File: src/shared/sopc_pkg.sv
// package: constants and carriers for the strap option capture block
package sopc_pkg;
  // ----------------------------------------
  // i/o ports of the index/data pair
  // ----------------------------------------
  localparam logic [15:0] INDEX_PORT = 16'h0022;
  localparam logic [15:0] DATA_PORT = 16'h0023;
  // ----------------------------------------
  // register indices
  // ----------------------------------------
  localparam logic [7:0] IDX_CAPTURE_ZERO = 8'h4a;
  localparam logic [7:0] IDX_CAPTURE_TWO = 8'h4c;
  localparam logic [7:0] INDEX_RESET = 8'h00;
  localparam logic [7:0] UNMAPPED_VALUE = 8'h00;
  // ----------------------------------------
  // data pin numbers feeding each strap
  // ----------------------------------------
  localparam int MD_WIDTH = 54;
  localparam int PIN_PLL_HI = 7;
  localparam int PIN_PLL_LO = 6;
  localparam int PIN_MODE_HI = 9;
  localparam int PIN_MODE_LO = 8;
  localparam int PIN_SYNC = 5;
  localparam int PIN_DIV_HI = 4;
  localparam int PIN_DIV_LO = 17;
  localparam int PIN_SER_TWO = 50;
  localparam int PIN_SER_ONE = 51;
  localparam int PIN_KBD = 52;
  localparam int PIN_PAR = 53;
  // ----------------------------------------
  // capture timing after reset release
  // ----------------------------------------
  localparam int SYNC_STAGES = 2;
  localparam logic [1:0] SETTLE_COUNT = 2'h3;
  // ----------------------------------------
  // strap codes
  // ----------------------------------------
  localparam logic [1:0] MODE_ISA = 2'h0;
  localparam logic [1:0] MODE_PCMCIA = 2'h1;
  localparam logic [1:0] MODE_LOCAL = 2'h2;
  localparam logic [2:0] DIV_FOUR = 3'h4;
  localparam logic [2:0] DIV_THREE = 3'h3;
  localparam logic [2:0] DIV_TWO = 3'h2;
  // ----------------------------------------
  // captured strap set
  // ----------------------------------------
  typedef struct packed {
    logic [1:0] pll_range;
    logic [1:0] bus_mode;
    logic mem_sync;
    logic div_hi;
    logic div_lo;
    logic ser_two;
    logic ser_one;
    logic kbd;
    logic par;
  } sopc_straps_s;
  localparam sopc_straps_s STRAPS_RESET = '0;
endpackage

File: src/rtl/sopc_capture.sv
// strap option capture: latches board straps and serves them over the index/data port
`timescale 1ns/1ps
module sopc_capture (
  input wire logic clock,
  input wire logic rst_n,
  // board strap levels on the shared memory data pins
  input wire logic [sopc_pkg::MD_WIDTH-1:0] memory_data_strap_pin,
  // i/o access from the processor side
  input wire logic [15:0] io_addr,
  input wire logic io_wr,
  input wire logic io_rd,
  input wire logic [7:0] io_wdata,
  output logic [7:0] io_rdata,
  output logic io_rdata_valid,
  // strap-derived controls
  output logic straps_valid,
  output logic [1:0] pll_range,
  output logic pll_range_reserved,
  output logic isa_enable,
  output logic pcmcia_enable,
  output logic local_bus_enable,
  output logic bus_mode_reserved,
  output logic mem_clock_sync,
  output logic peripheral_bus_clock,
  output logic second_serial_enable,
  output logic first_serial_enable,
  output logic keyboard_mouse_enable,
  output logic parallel_port_enable
);

  // ----------------------------------------
  // byte image of a strap register
  // ----------------------------------------
  function automatic logic [7:0] reg_image(
    input logic [7:0] idx,
    input sopc_pkg::sopc_straps_s s
  );
    logic [7:0] v;
    v = sopc_pkg::UNMAPPED_VALUE;
    if (idx == sopc_pkg::IDX_CAPTURE_ZERO) begin
      // bit 3 reserved reads zero
      v = {s.pll_range, s.bus_mode, 1'b0, s.mem_sync, s.div_hi, s.div_lo};
    end else if (idx == sopc_pkg::IDX_CAPTURE_TWO) begin
      // only serial, keyboard and parallel bits held here
      v = {s.par, s.kbd, 4'h0, s.ser_one, s.ser_two};
    end
    return v;
  endfunction

  // ----------------------------------------
  // declarations
  // ----------------------------------------
  logic [sopc_pkg::MD_WIDTH-1:0] pin_meta; // first sync stage
  logic [sopc_pkg::MD_WIDTH-1:0] pin_sync; // second sync stage
  logic [1:0] settle_cnt; // cycles since reset release
  logic captured; // straps latched once
  sopc_pkg::sopc_straps_s straps; // held strap set
  sopc_pkg::sopc_straps_s next_straps; // decoded from pins
  logic [7:0] index_reg; // current register index
  logic [2:0] div_ratio; // selected divide ratio
  logic [2:0] div_cnt; // divider phase
  logic [2:0] next_div_cnt; // next divider phase
  logic div_high; // divider output level

  // ----------------------------------------
  // pin synchroniser
  // ----------------------------------------
  // straps come from the board, two flops before use
  always_ff @(posedge clock or negedge rst_n) begin
    if (!rst_n) begin
      pin_meta <= '0;
      pin_sync <= '0;
    end else begin
      pin_meta <= memory_data_strap_pin;
      pin_sync <= pin_meta;
    end
  end

  // ----------------------------------------
  // settle counter
  // ----------------------------------------
  // waits for fresh samples to pass the synchroniser
  always_ff @(posedge clock or negedge rst_n) begin
    if (!rst_n) begin
      settle_cnt <= '0;
    end else if (settle_cnt != sopc_pkg::SETTLE_COUNT) begin
      settle_cnt <= settle_cnt + 2'h1;
    end
  end

  // ----------------------------------------
  // strap decode from synchronised pins
  // ----------------------------------------
  always_comb begin
    next_straps = sopc_pkg::STRAPS_RESET;
    next_straps.pll_range = {pin_sync[sopc_pkg::PIN_PLL_HI], pin_sync[sopc_pkg::PIN_PLL_LO]};
    next_straps.bus_mode = {pin_sync[sopc_pkg::PIN_MODE_HI], pin_sync[sopc_pkg::PIN_MODE_LO]};
    next_straps.mem_sync = pin_sync[sopc_pkg::PIN_SYNC];
    next_straps.div_hi = pin_sync[sopc_pkg::PIN_DIV_HI];
    next_straps.div_lo = pin_sync[sopc_pkg::PIN_DIV_LO];
    next_straps.ser_two = pin_sync[sopc_pkg::PIN_SER_TWO];
    next_straps.ser_one = pin_sync[sopc_pkg::PIN_SER_ONE];
    next_straps.kbd = pin_sync[sopc_pkg::PIN_KBD];
    next_straps.par = pin_sync[sopc_pkg::PIN_PAR];
  end

  // ----------------------------------------
  // one-time capture
  // ----------------------------------------
  // single sampling point, then held until next reset
  always_ff @(posedge clock or negedge rst_n) begin
    if (!rst_n) begin
      straps <= sopc_pkg::STRAPS_RESET;
      captured <= 1'b0;
    end else if (!captured && settle_cnt == sopc_pkg::SETTLE_COUNT) begin
      straps <= next_straps;
      captured <= 1'b1;
    end
  end

  // ----------------------------------------
  // index register
  // ----------------------------------------
  // written through the index port; data port writes change nothing
  always_ff @(posedge clock or negedge rst_n) begin
    if (!rst_n) begin
      index_reg <= sopc_pkg::INDEX_RESET;
    end else if (io_wr && io_addr == sopc_pkg::INDEX_PORT) begin
      index_reg <= io_wdata;
    end
  end

  // ----------------------------------------
  // read port
  // ----------------------------------------
  // data answered one cycle after the read strobe
  always_ff @(posedge clock or negedge rst_n) begin
    if (!rst_n) begin
      io_rdata <= '0;
      io_rdata_valid <= 1'b0;
    end else begin
      io_rdata_valid <= 1'b0;
      if (io_rd && io_addr == sopc_pkg::DATA_PORT) begin
        // strap byte through the data port
        io_rdata <= reg_image(index_reg, straps);
        io_rdata_valid <= 1'b1;
      end else if (io_rd && io_addr == sopc_pkg::INDEX_PORT) begin
        // index readback
        io_rdata <= index_reg;
        io_rdata_valid <= 1'b1;
      end
    end
  end

  // ----------------------------------------
  // pll range and synchronisation controls
  // ----------------------------------------
  always_ff @(posedge clock or negedge rst_n) begin
    if (!rst_n) begin
      pll_range <= '0;
      pll_range_reserved <= 1'b0;
      mem_clock_sync <= 1'b0;
      straps_valid <= 1'b0;
    end else begin
      pll_range <= straps.pll_range;
      pll_range_reserved <= straps.pll_range[1];
      mem_clock_sync <= straps.mem_sync;
      straps_valid <= captured;
    end
  end

  // ----------------------------------------
  // expansion bus selection
  // ----------------------------------------
  // one-hot enables, none while uncaptured or reserved
  always_ff @(posedge clock or negedge rst_n) begin
    if (!rst_n) begin
      isa_enable <= 1'b0;
      pcmcia_enable <= 1'b0;
      local_bus_enable <= 1'b0;
      bus_mode_reserved <= 1'b0;
    end else begin
      isa_enable <= captured && straps.bus_mode == sopc_pkg::MODE_ISA;
      pcmcia_enable <= captured && straps.bus_mode == sopc_pkg::MODE_PCMCIA;
      local_bus_enable <= captured && straps.bus_mode == sopc_pkg::MODE_LOCAL;
      bus_mode_reserved <= captured && straps.bus_mode == 2'h3;
    end
  end

  // ----------------------------------------
  // peripheral enables
  // ----------------------------------------
  always_ff @(posedge clock or negedge rst_n) begin
    if (!rst_n) begin
      second_serial_enable <= 1'b0;
      first_serial_enable <= 1'b0;
      keyboard_mouse_enable <= 1'b0;
      parallel_port_enable <= 1'b0;
    end else begin
      second_serial_enable <= straps.ser_two;
      first_serial_enable <= straps.ser_one;
      keyboard_mouse_enable <= straps.kbd;
      parallel_port_enable <= straps.par;
    end
  end

  // ----------------------------------------
  // peripheral bus clock divider
  // ----------------------------------------
  // upper strap low gives 4, else lower picks 3 or 2
  always_comb begin
    if (!straps.div_hi) begin
      div_ratio = sopc_pkg::DIV_FOUR;
    end else if (!straps.div_lo) begin
      div_ratio = sopc_pkg::DIV_THREE;
    end else begin
      div_ratio = sopc_pkg::DIV_TWO;
    end
    if (div_cnt >= div_ratio - 3'h1) begin
      next_div_cnt = '0;
    end else begin
      next_div_cnt = div_cnt + 3'h1;
    end
    // high for the first half of each period, one of three cycles at ratio 3
    div_high = next_div_cnt < (div_ratio >> 1);
  end

  // divider runs only once straps are known
  always_ff @(posedge clock or negedge rst_n) begin
    if (!rst_n) begin
      div_cnt <= '0;
      peripheral_bus_clock <= 1'b0;
    end else if (captured) begin
      div_cnt <= next_div_cnt;
      peripheral_bus_clock <= div_high;
    end
  end

endmodule

File: config.mk
export PLATFORM = sky130hd
export DESIGN_NAME = sopc_capture
export DESIGN_NICKNAME = d
export VERILOG_FILES = /design/src/shared/sopc_pkg.sv /design/src/rtl/sopc_capture.sv
export SDC_FILE = /design/constraint.sdc
export NUM_CORES = 1
export LEC_CHECK = 0
export BUFFER_PORTS_ARGS = -buffer_cell sky130_fd_sc_hd__clkbuf_2
export CAP_MARGIN = 20
export CORE_ASPECT_RATIO = 1.5
export CORE_MARGIN = 4
export CORE_UTILIZATION = 51
export DETAILED_ROUTE_END_ITERATION = 8
export HOLD_SLACK_MARGIN = 0.15
export MAX_ROUTING_LAYER = met4
export PLACE_DENSITY = 0.84
export SYNTH_ARGS = -nofsm -noshare
export SYNTH_HDL_FRONTEND = slang
export SYNTH_SLANG_ARGS = --single-unit
File: constraint.sdc
create_clock -name clock -period 6.8 [get_ports clock]
set_input_delay 0.34 -clock clock [delete_from_list [all_inputs] [get_ports clock]]
set_output_delay 0.34 -clock clock [all_outputs]
set_load 0.01 [all_outputs]
==> summary.txt, run 1 <==
Seq/Total Area, Yosys: 66.03%
Setup TNS: 0 ns
CP startpoint kind: flip-flop
Yosys warns: 0
Routed WL per cell: 14.13 microns
Initial Util: 53.51%
Max-cap violations: 0
Pins over their slew limit: 0
Final #Nets: 347
DP Wirelength: 3237 microns
Clock buffer depth: 2
Die Ht: 95.70 microns
Crit path kind: reg -> reg
Int Power: 693.9 uW
# DRC: 0
Power share of the clock group: 37.7%
Die Wd: 66.47 microns
Core Area: 4887 sq um
# diodes: 0
CTS H-tree lvls: 3
Via count: 1645
Psw: 210.2 uW
Antenna Nets Post-Route: 0
Vias in the first global route: 1628
RSZ-0062 raised after global routing: false
Syn Nets: 269
Layout cells sized above 1: 42.80%
Fraction of registers with async set/reset: 100.0%
Logic gate share of total power: 12.6%
Worst slew pin tran: 0.9931 ns
Fin. Hold Viols: 0
Row cnt: 31
CP Capture Type: flip-flop
Mapped Cells: 181
Routed WL: 4662 microns
Die area: 6361 sq um
Drt pass-1 iters: 4
Maximum VDD drop: 164.5 uV
Skew-Pair Late Insertion Delay: 0.33 ns
Mapped Area: 2615 sq um
Top post-synthesis cells by area: dfrtp_1 66%, mux2_2 12%, ha_1 2.9%
Via density per instance: 4.985
Path type of the worst min-delay path: in -> async
Num CTS Buffers: 9
CP max FO: 4
Critical Path AT: 2.82 ns
Number of buffers added on ports: 61
Clock root buffer: clkbuf_8
Reg clk slew, reported paths: 0.07 ns
Skew final: 0.003779 ns
Status: finished clean
First-pass GRT wire length: 7486 microns
CTS tree: built
Max Fclk: 392.4 MHz
Largest net degree at the start of global routing: 70
Distinct cells, synth: 38
Top cell type's share of synthesized area: 66.03%
Yosys reg bits: 69
Fin crit period: 2.549 ns
Pwr Total: 904.1 uW
Initial antenna violation count: 0
Tcrit/Tclk final: 37.48%
Final setup viols: 0
Synth-to-layout area growth: 26.41%
Main synth FF type: dfrtp_1
Largest regs: pin_meta: 11 flops, pin_sync: 11 flops, straps: 11 flops
GRT overflow: 0
Clk sinks: 69
Required time worst endpoint: 7.07 ns
Post-synth top cells: 69 x dfrtp_1, 29 x mux2_2, 8 x inv_1, 8 x nor2b_1
Power Dens Cells: 273.5 nW/um^2
I/O pins: 105
Cell taking the most area after synthesis: dfrtp_1
Synthesized area per cell: 14.45 sq um
DR iter-0 viols: 54
Net Sw Frac: 23.25%
Most frequent cell after synthesis: dfrtp_1
Pleak: 1.635 nW
RD Place Congestion: 0.7420
Slew HR: 33.66%
Part of the power in registers: 49.8%
GRT Util Overall: 17.00%
EDFF count, synth: 0
==> through the flow <==
| step | area, sq um | setup slack (ns) | std cells | hold WS (ns) | utilization [%] |
|---|---|---|---|---|---|
| final | 3306 | 4.251 | 330 | 0.1850 | 67.64 |
| after floorplan | 2615 | 4.552 | 181 | 0.04441 | - |
| after global routing | 3306 | 4.070 | 330 | 0.2317 | 67.64 |
| after CTS | 3306 | 4.274 | 330 | 0.2060 | 67.64 |
| after global placement | 2984 | 4.357 | 303 | 0.3315 | 61.06 |
| after detailed placement | 2984 | 4.328 | 303 | 0.3347 | 61.06 |
==> routing by layer <==
layer	vias up	track usage (%)	wire, microns
met2	41	27.34	2532
met1	800	18.91	1833
met3	9	4.673	191
met5	-	-	0
met4	0	9.661	104
li1	795	-	-
==> final timing paths <==
| check | start | end | slack [ns] | depth (start not counted) |
|---|---|---|---|---|
| max | straps[4] | peripheral_bus_clock | 4.25 | 9 |
| min | rst_n | pin_sync[9] | 0.19 | 2 |
| max reg2reg | straps[4] | peripheral_bus_clock | 4.25 | 9 |
| min reg2reg | pin_meta[50] | pin_sync[50] | 0.35 | 0 |
| max in group asynchronous | rst_n | index_reg[6] | 6.07 | 2 |
| min in group clock | io_wdata[3] | index_reg[3] | 0.24 | 2 |
==> area by class of cell <==
type,instances,area [sq um]
multi-input combinational,98,832.0
inverter,8,30.03
clock inverter,3,42.54
tap,66,82.58
timing repair buffer,73,422.9
clock buffer,13,168.9
fill,386,1582
sequential,69,1727
==> kinds of logic after synthesis <==
kind of cell	Yosys count	synth area share [%]
simple gates	42	10.81
compound gates	19	5.168
xor+xnor	1	0.3350
buf+inv	14	2.153
other cells	1	0.1434
flops	69	66.03
fa+ha+maj	6	2.871
mux	29	12.49
==> worst max-delay path, cell delays in order, from the launching register on <==
cell and delay [ns]:
dfrtp_1 0.42, nand2b_1 0.16, ha_1 0.26, nand2b_1 0.13, a31oi_1 0.33, and2_1 0.23, ha_1 0.26, a211o_1 0.26
a221oi_1 0.25, mux2_2 0.18
==> placed cells by master, fill, tap and decap left out, types with 4 or more instances in the layout <==
cell type       n
clkbuf_2       60
dfrtp_1        69
mux2_2         29
ha_1            6
nand2_1         7
clkbuf_8       12
nand3_1         4
o21ai_0         7
nor2b_1         8
dlygate4sd3_1  11
inv_1           8
==> power groups by stage <==
stage	Combinational [mW]	Sequential [mW]	Clock, mW
2_1_floorplan	0.0669	0.456	0
3_3_place_gp	0.103	0.456	0
3_5_place_dp	0.109	0.458	0
4_1_cts	0.115	0.450	0.347
5_1_grt	0.131	0.453	0.367
6_report	0.114	0.450	0.340
==> what timing repair did <==
item,CTS,global route
hold buffers,11,0
resized for setup,0,0
endpoints found under the hold margin,11,0
setup buffers,0,0
No activity file was read; power rests on OpenSTA's default activity.
==> run 2: changes to the inputs <==
--- a/config.mk
+++ b/config.mk
@@ -9,11 +9,11 @@
 export CAP_MARGIN = 20
 export CORE_ASPECT_RATIO = 1.5
 export CORE_MARGIN = 4
-export CORE_UTILIZATION = 51
+export CORE_UTILIZATION = 43
 export DETAILED_ROUTE_END_ITERATION = 8
 export HOLD_SLACK_MARGIN = 0.15
 export MAX_ROUTING_LAYER = met4
-export PLACE_DENSITY = 0.84
+export PLACE_DENSITY = 0.75
 export SYNTH_ARGS = -nofsm -noshare
 export SYNTH_HDL_FRONTEND = slang
 export SYNTH_SLANG_ARGS = --single-unit
==> constraint.sdc (replaced) <==
create_clock -name clock -period 2.3 [get_ports clock]
set_input_delay 0.115 -clock clock [delete_from_list [all_inputs] [get_ports clock]]
set_output_delay 0.115 -clock clock [all_outputs]
set_load 0.01 [all_outputs]
==> run 2 against run 1 <==
Against the previous run:
- total power rose to 3.2 times the previous value
- cell count up 7.3%
- worst hold slack worse by 0.0048 ns
- sequential cell count unchanged
- core utilization down 7.4 points
- die area up 17%
- global-route usage down 1.6 points
- clock-buffer cell count down 2
- critical endpoint unchanged
- largest power group unchanged
- highest routed layer unchanged
==> summary.txt, run 2 (same netlist as run 1, synthesis figures left out) <==
Status: finished clean
Placed cell count: 315
# DRC: 0
Largest regs: pin_meta: 11 flops, pin_sync: 11 flops, straps: 11 flops
Commonest non-fill, non-tap cell in the layout: dfrtp_1
Max Fclk: 449.5 MHz
Max-cap violations: 0
GRT overflow: 0
Core Area: 5871 sq um
Final Cell Area: 3537 sq um
CP startpoint kind: flip-flop
Fin. Hold Viols: 0
DP Wirelength: 3472 microns
CP Capture Type: flip-flop
Final #Nets: 365
Critical Path AT: 2.50 ns
Slew HR: 65.27%
Reg clk slew, reported paths: 0.07 ns
Pins over their slew limit: 0
Required time worst endpoint: 2.58 ns
Drt pass-1 iters: 4
Skew final: 0.006522 ns
Largest net degree at the start of global routing: 70
Die Wd: 71.68 microns
Vias in the first global route: 1846
First-pass GRT wire length: 8542 microns
Via count: 1731
DP Area: 3049 sq um
Fill count: 479
Crit path kind: reg -> reg
Antenna Nets Post-Route: 0
Power Dens Cells: 819.2 nW/um^2
Synth-to-layout area growth: 35.26%
Pwr Total: 2.898 mW
WHS: 0.1802 ns
Fin crit period: 2.225 ns
Worst slew pin tran: 0.5196 ns
Clock root buffer: clkbuf_8
DR iter-0 viols: 58
Number of buffers added on ports: 61
Post-place setup slack: -0.1046 ns
Clock buffer depth: 2
Initial antenna violation count: 0
Final setup viols: 0
Final core utilization: 60.25%
Highest-count cells in the layout ignoring fill and taps: 69 x dfrtp_1, 60 x clkbuf_2, 28 x mux2_2, 21 x dlygate4sd3_1, 9 x clkbuf_8
Tcrit/Tclk final: 96.72%
Via density per instance: 4.890
Maximum VDD drop: 497.1 uV
CP max FO: 3
GRT Util Overall: 15.40%
Die area: 7419 sq um
Pleak: 1.730 nW
Final std cells w/o fill: 354
Routed WL: 4951 microns
Setup TNS: 0 ns
Initial Util: 44.54%
CTS tree: built
RSZ-0062 raised after global routing: true
RD Place Congestion: 0.7262
Die Ht: 103.5 microns
Fin worst setup slack: 0.07543 ns
I/O pins: 105
Routed WL per cell: 13.99 microns
Num CTS Buffers: 9
Path type of the worst min-delay path: in -> reg
# diodes: 0
Layout cells sized above 1: 44.33%
Skew-Pair Late Insertion Delay: 0.33 ns
Row cnt: 34
CTS H-tree lvls: 3
Clk sinks: 69
[run 2: cell type report]
class	instances	area [sq um]	share of cell area, %
clock buffer	11	131.4	3.714
tap	72	90.09	2.547
multi-input combinational	98	879.6	24.87
timing repair buffer	91	595.6	16.84
inverter	8	30.03	0.8490
sequential	69	1727	48.82
clock inverter	5	83.83	2.370
[run 2: critical path: stages, from the launching register on]
cell and delay [ns]:
dfrtp_1 0.39, nand2b_1 0.16, ha_1 0.27, nand2b_4 0.15
a31oi_4 0.14, and2_4 0.18, ha_4 0.20, a211o_1 0.26
a221oi_2 0.24, mux2_4 0.18
[run 2: final timing paths]
path / startpoint / to / slack (ns) / cells past startpoint
min: io_addr[3] / io_rdata_valid / 0.18 / 3
max reg2reg: straps[4] / peripheral_bus_clock / 0.08 / 9
max: straps[4] / peripheral_bus_clock / 0.08 / 9
max in group asynchronous: rst_n / index_reg[6] / 1.70 / 3
min in group asynchronous: rst_n / isa_enable / 0.32 / 3
min reg2reg: pin_meta[51] / pin_sync[51] / 0.35 / 0
[run 2: power by group]
| part | switching (mW) | internal (mW) |
|---|---|---|
| Sequential | 0.0427 | 1.29 |
| Clock | 0.439 | 0.615 |
| Combinational | 0.215 | 0.300 |
[run 2: repair_timing]
item / in CTS / in global routing
setup endpoints to repair: 1 / 1
buffers inserted: 1 / 1
resized for setup: 5 / 2
hold buffers: 21 / 0
pin swaps: 3 / 4
hold endpoints to repair: 89 / 0
[run 2: per-layer routing]
layer	share of wire [%]	GRT usage (%)	up-vias
met5	0	-	-
met4	1.5	6.452	0
met3	3.1	4.167	7
met2	57	25.59	24
met1	38	17.17	871
li1	-	-	829
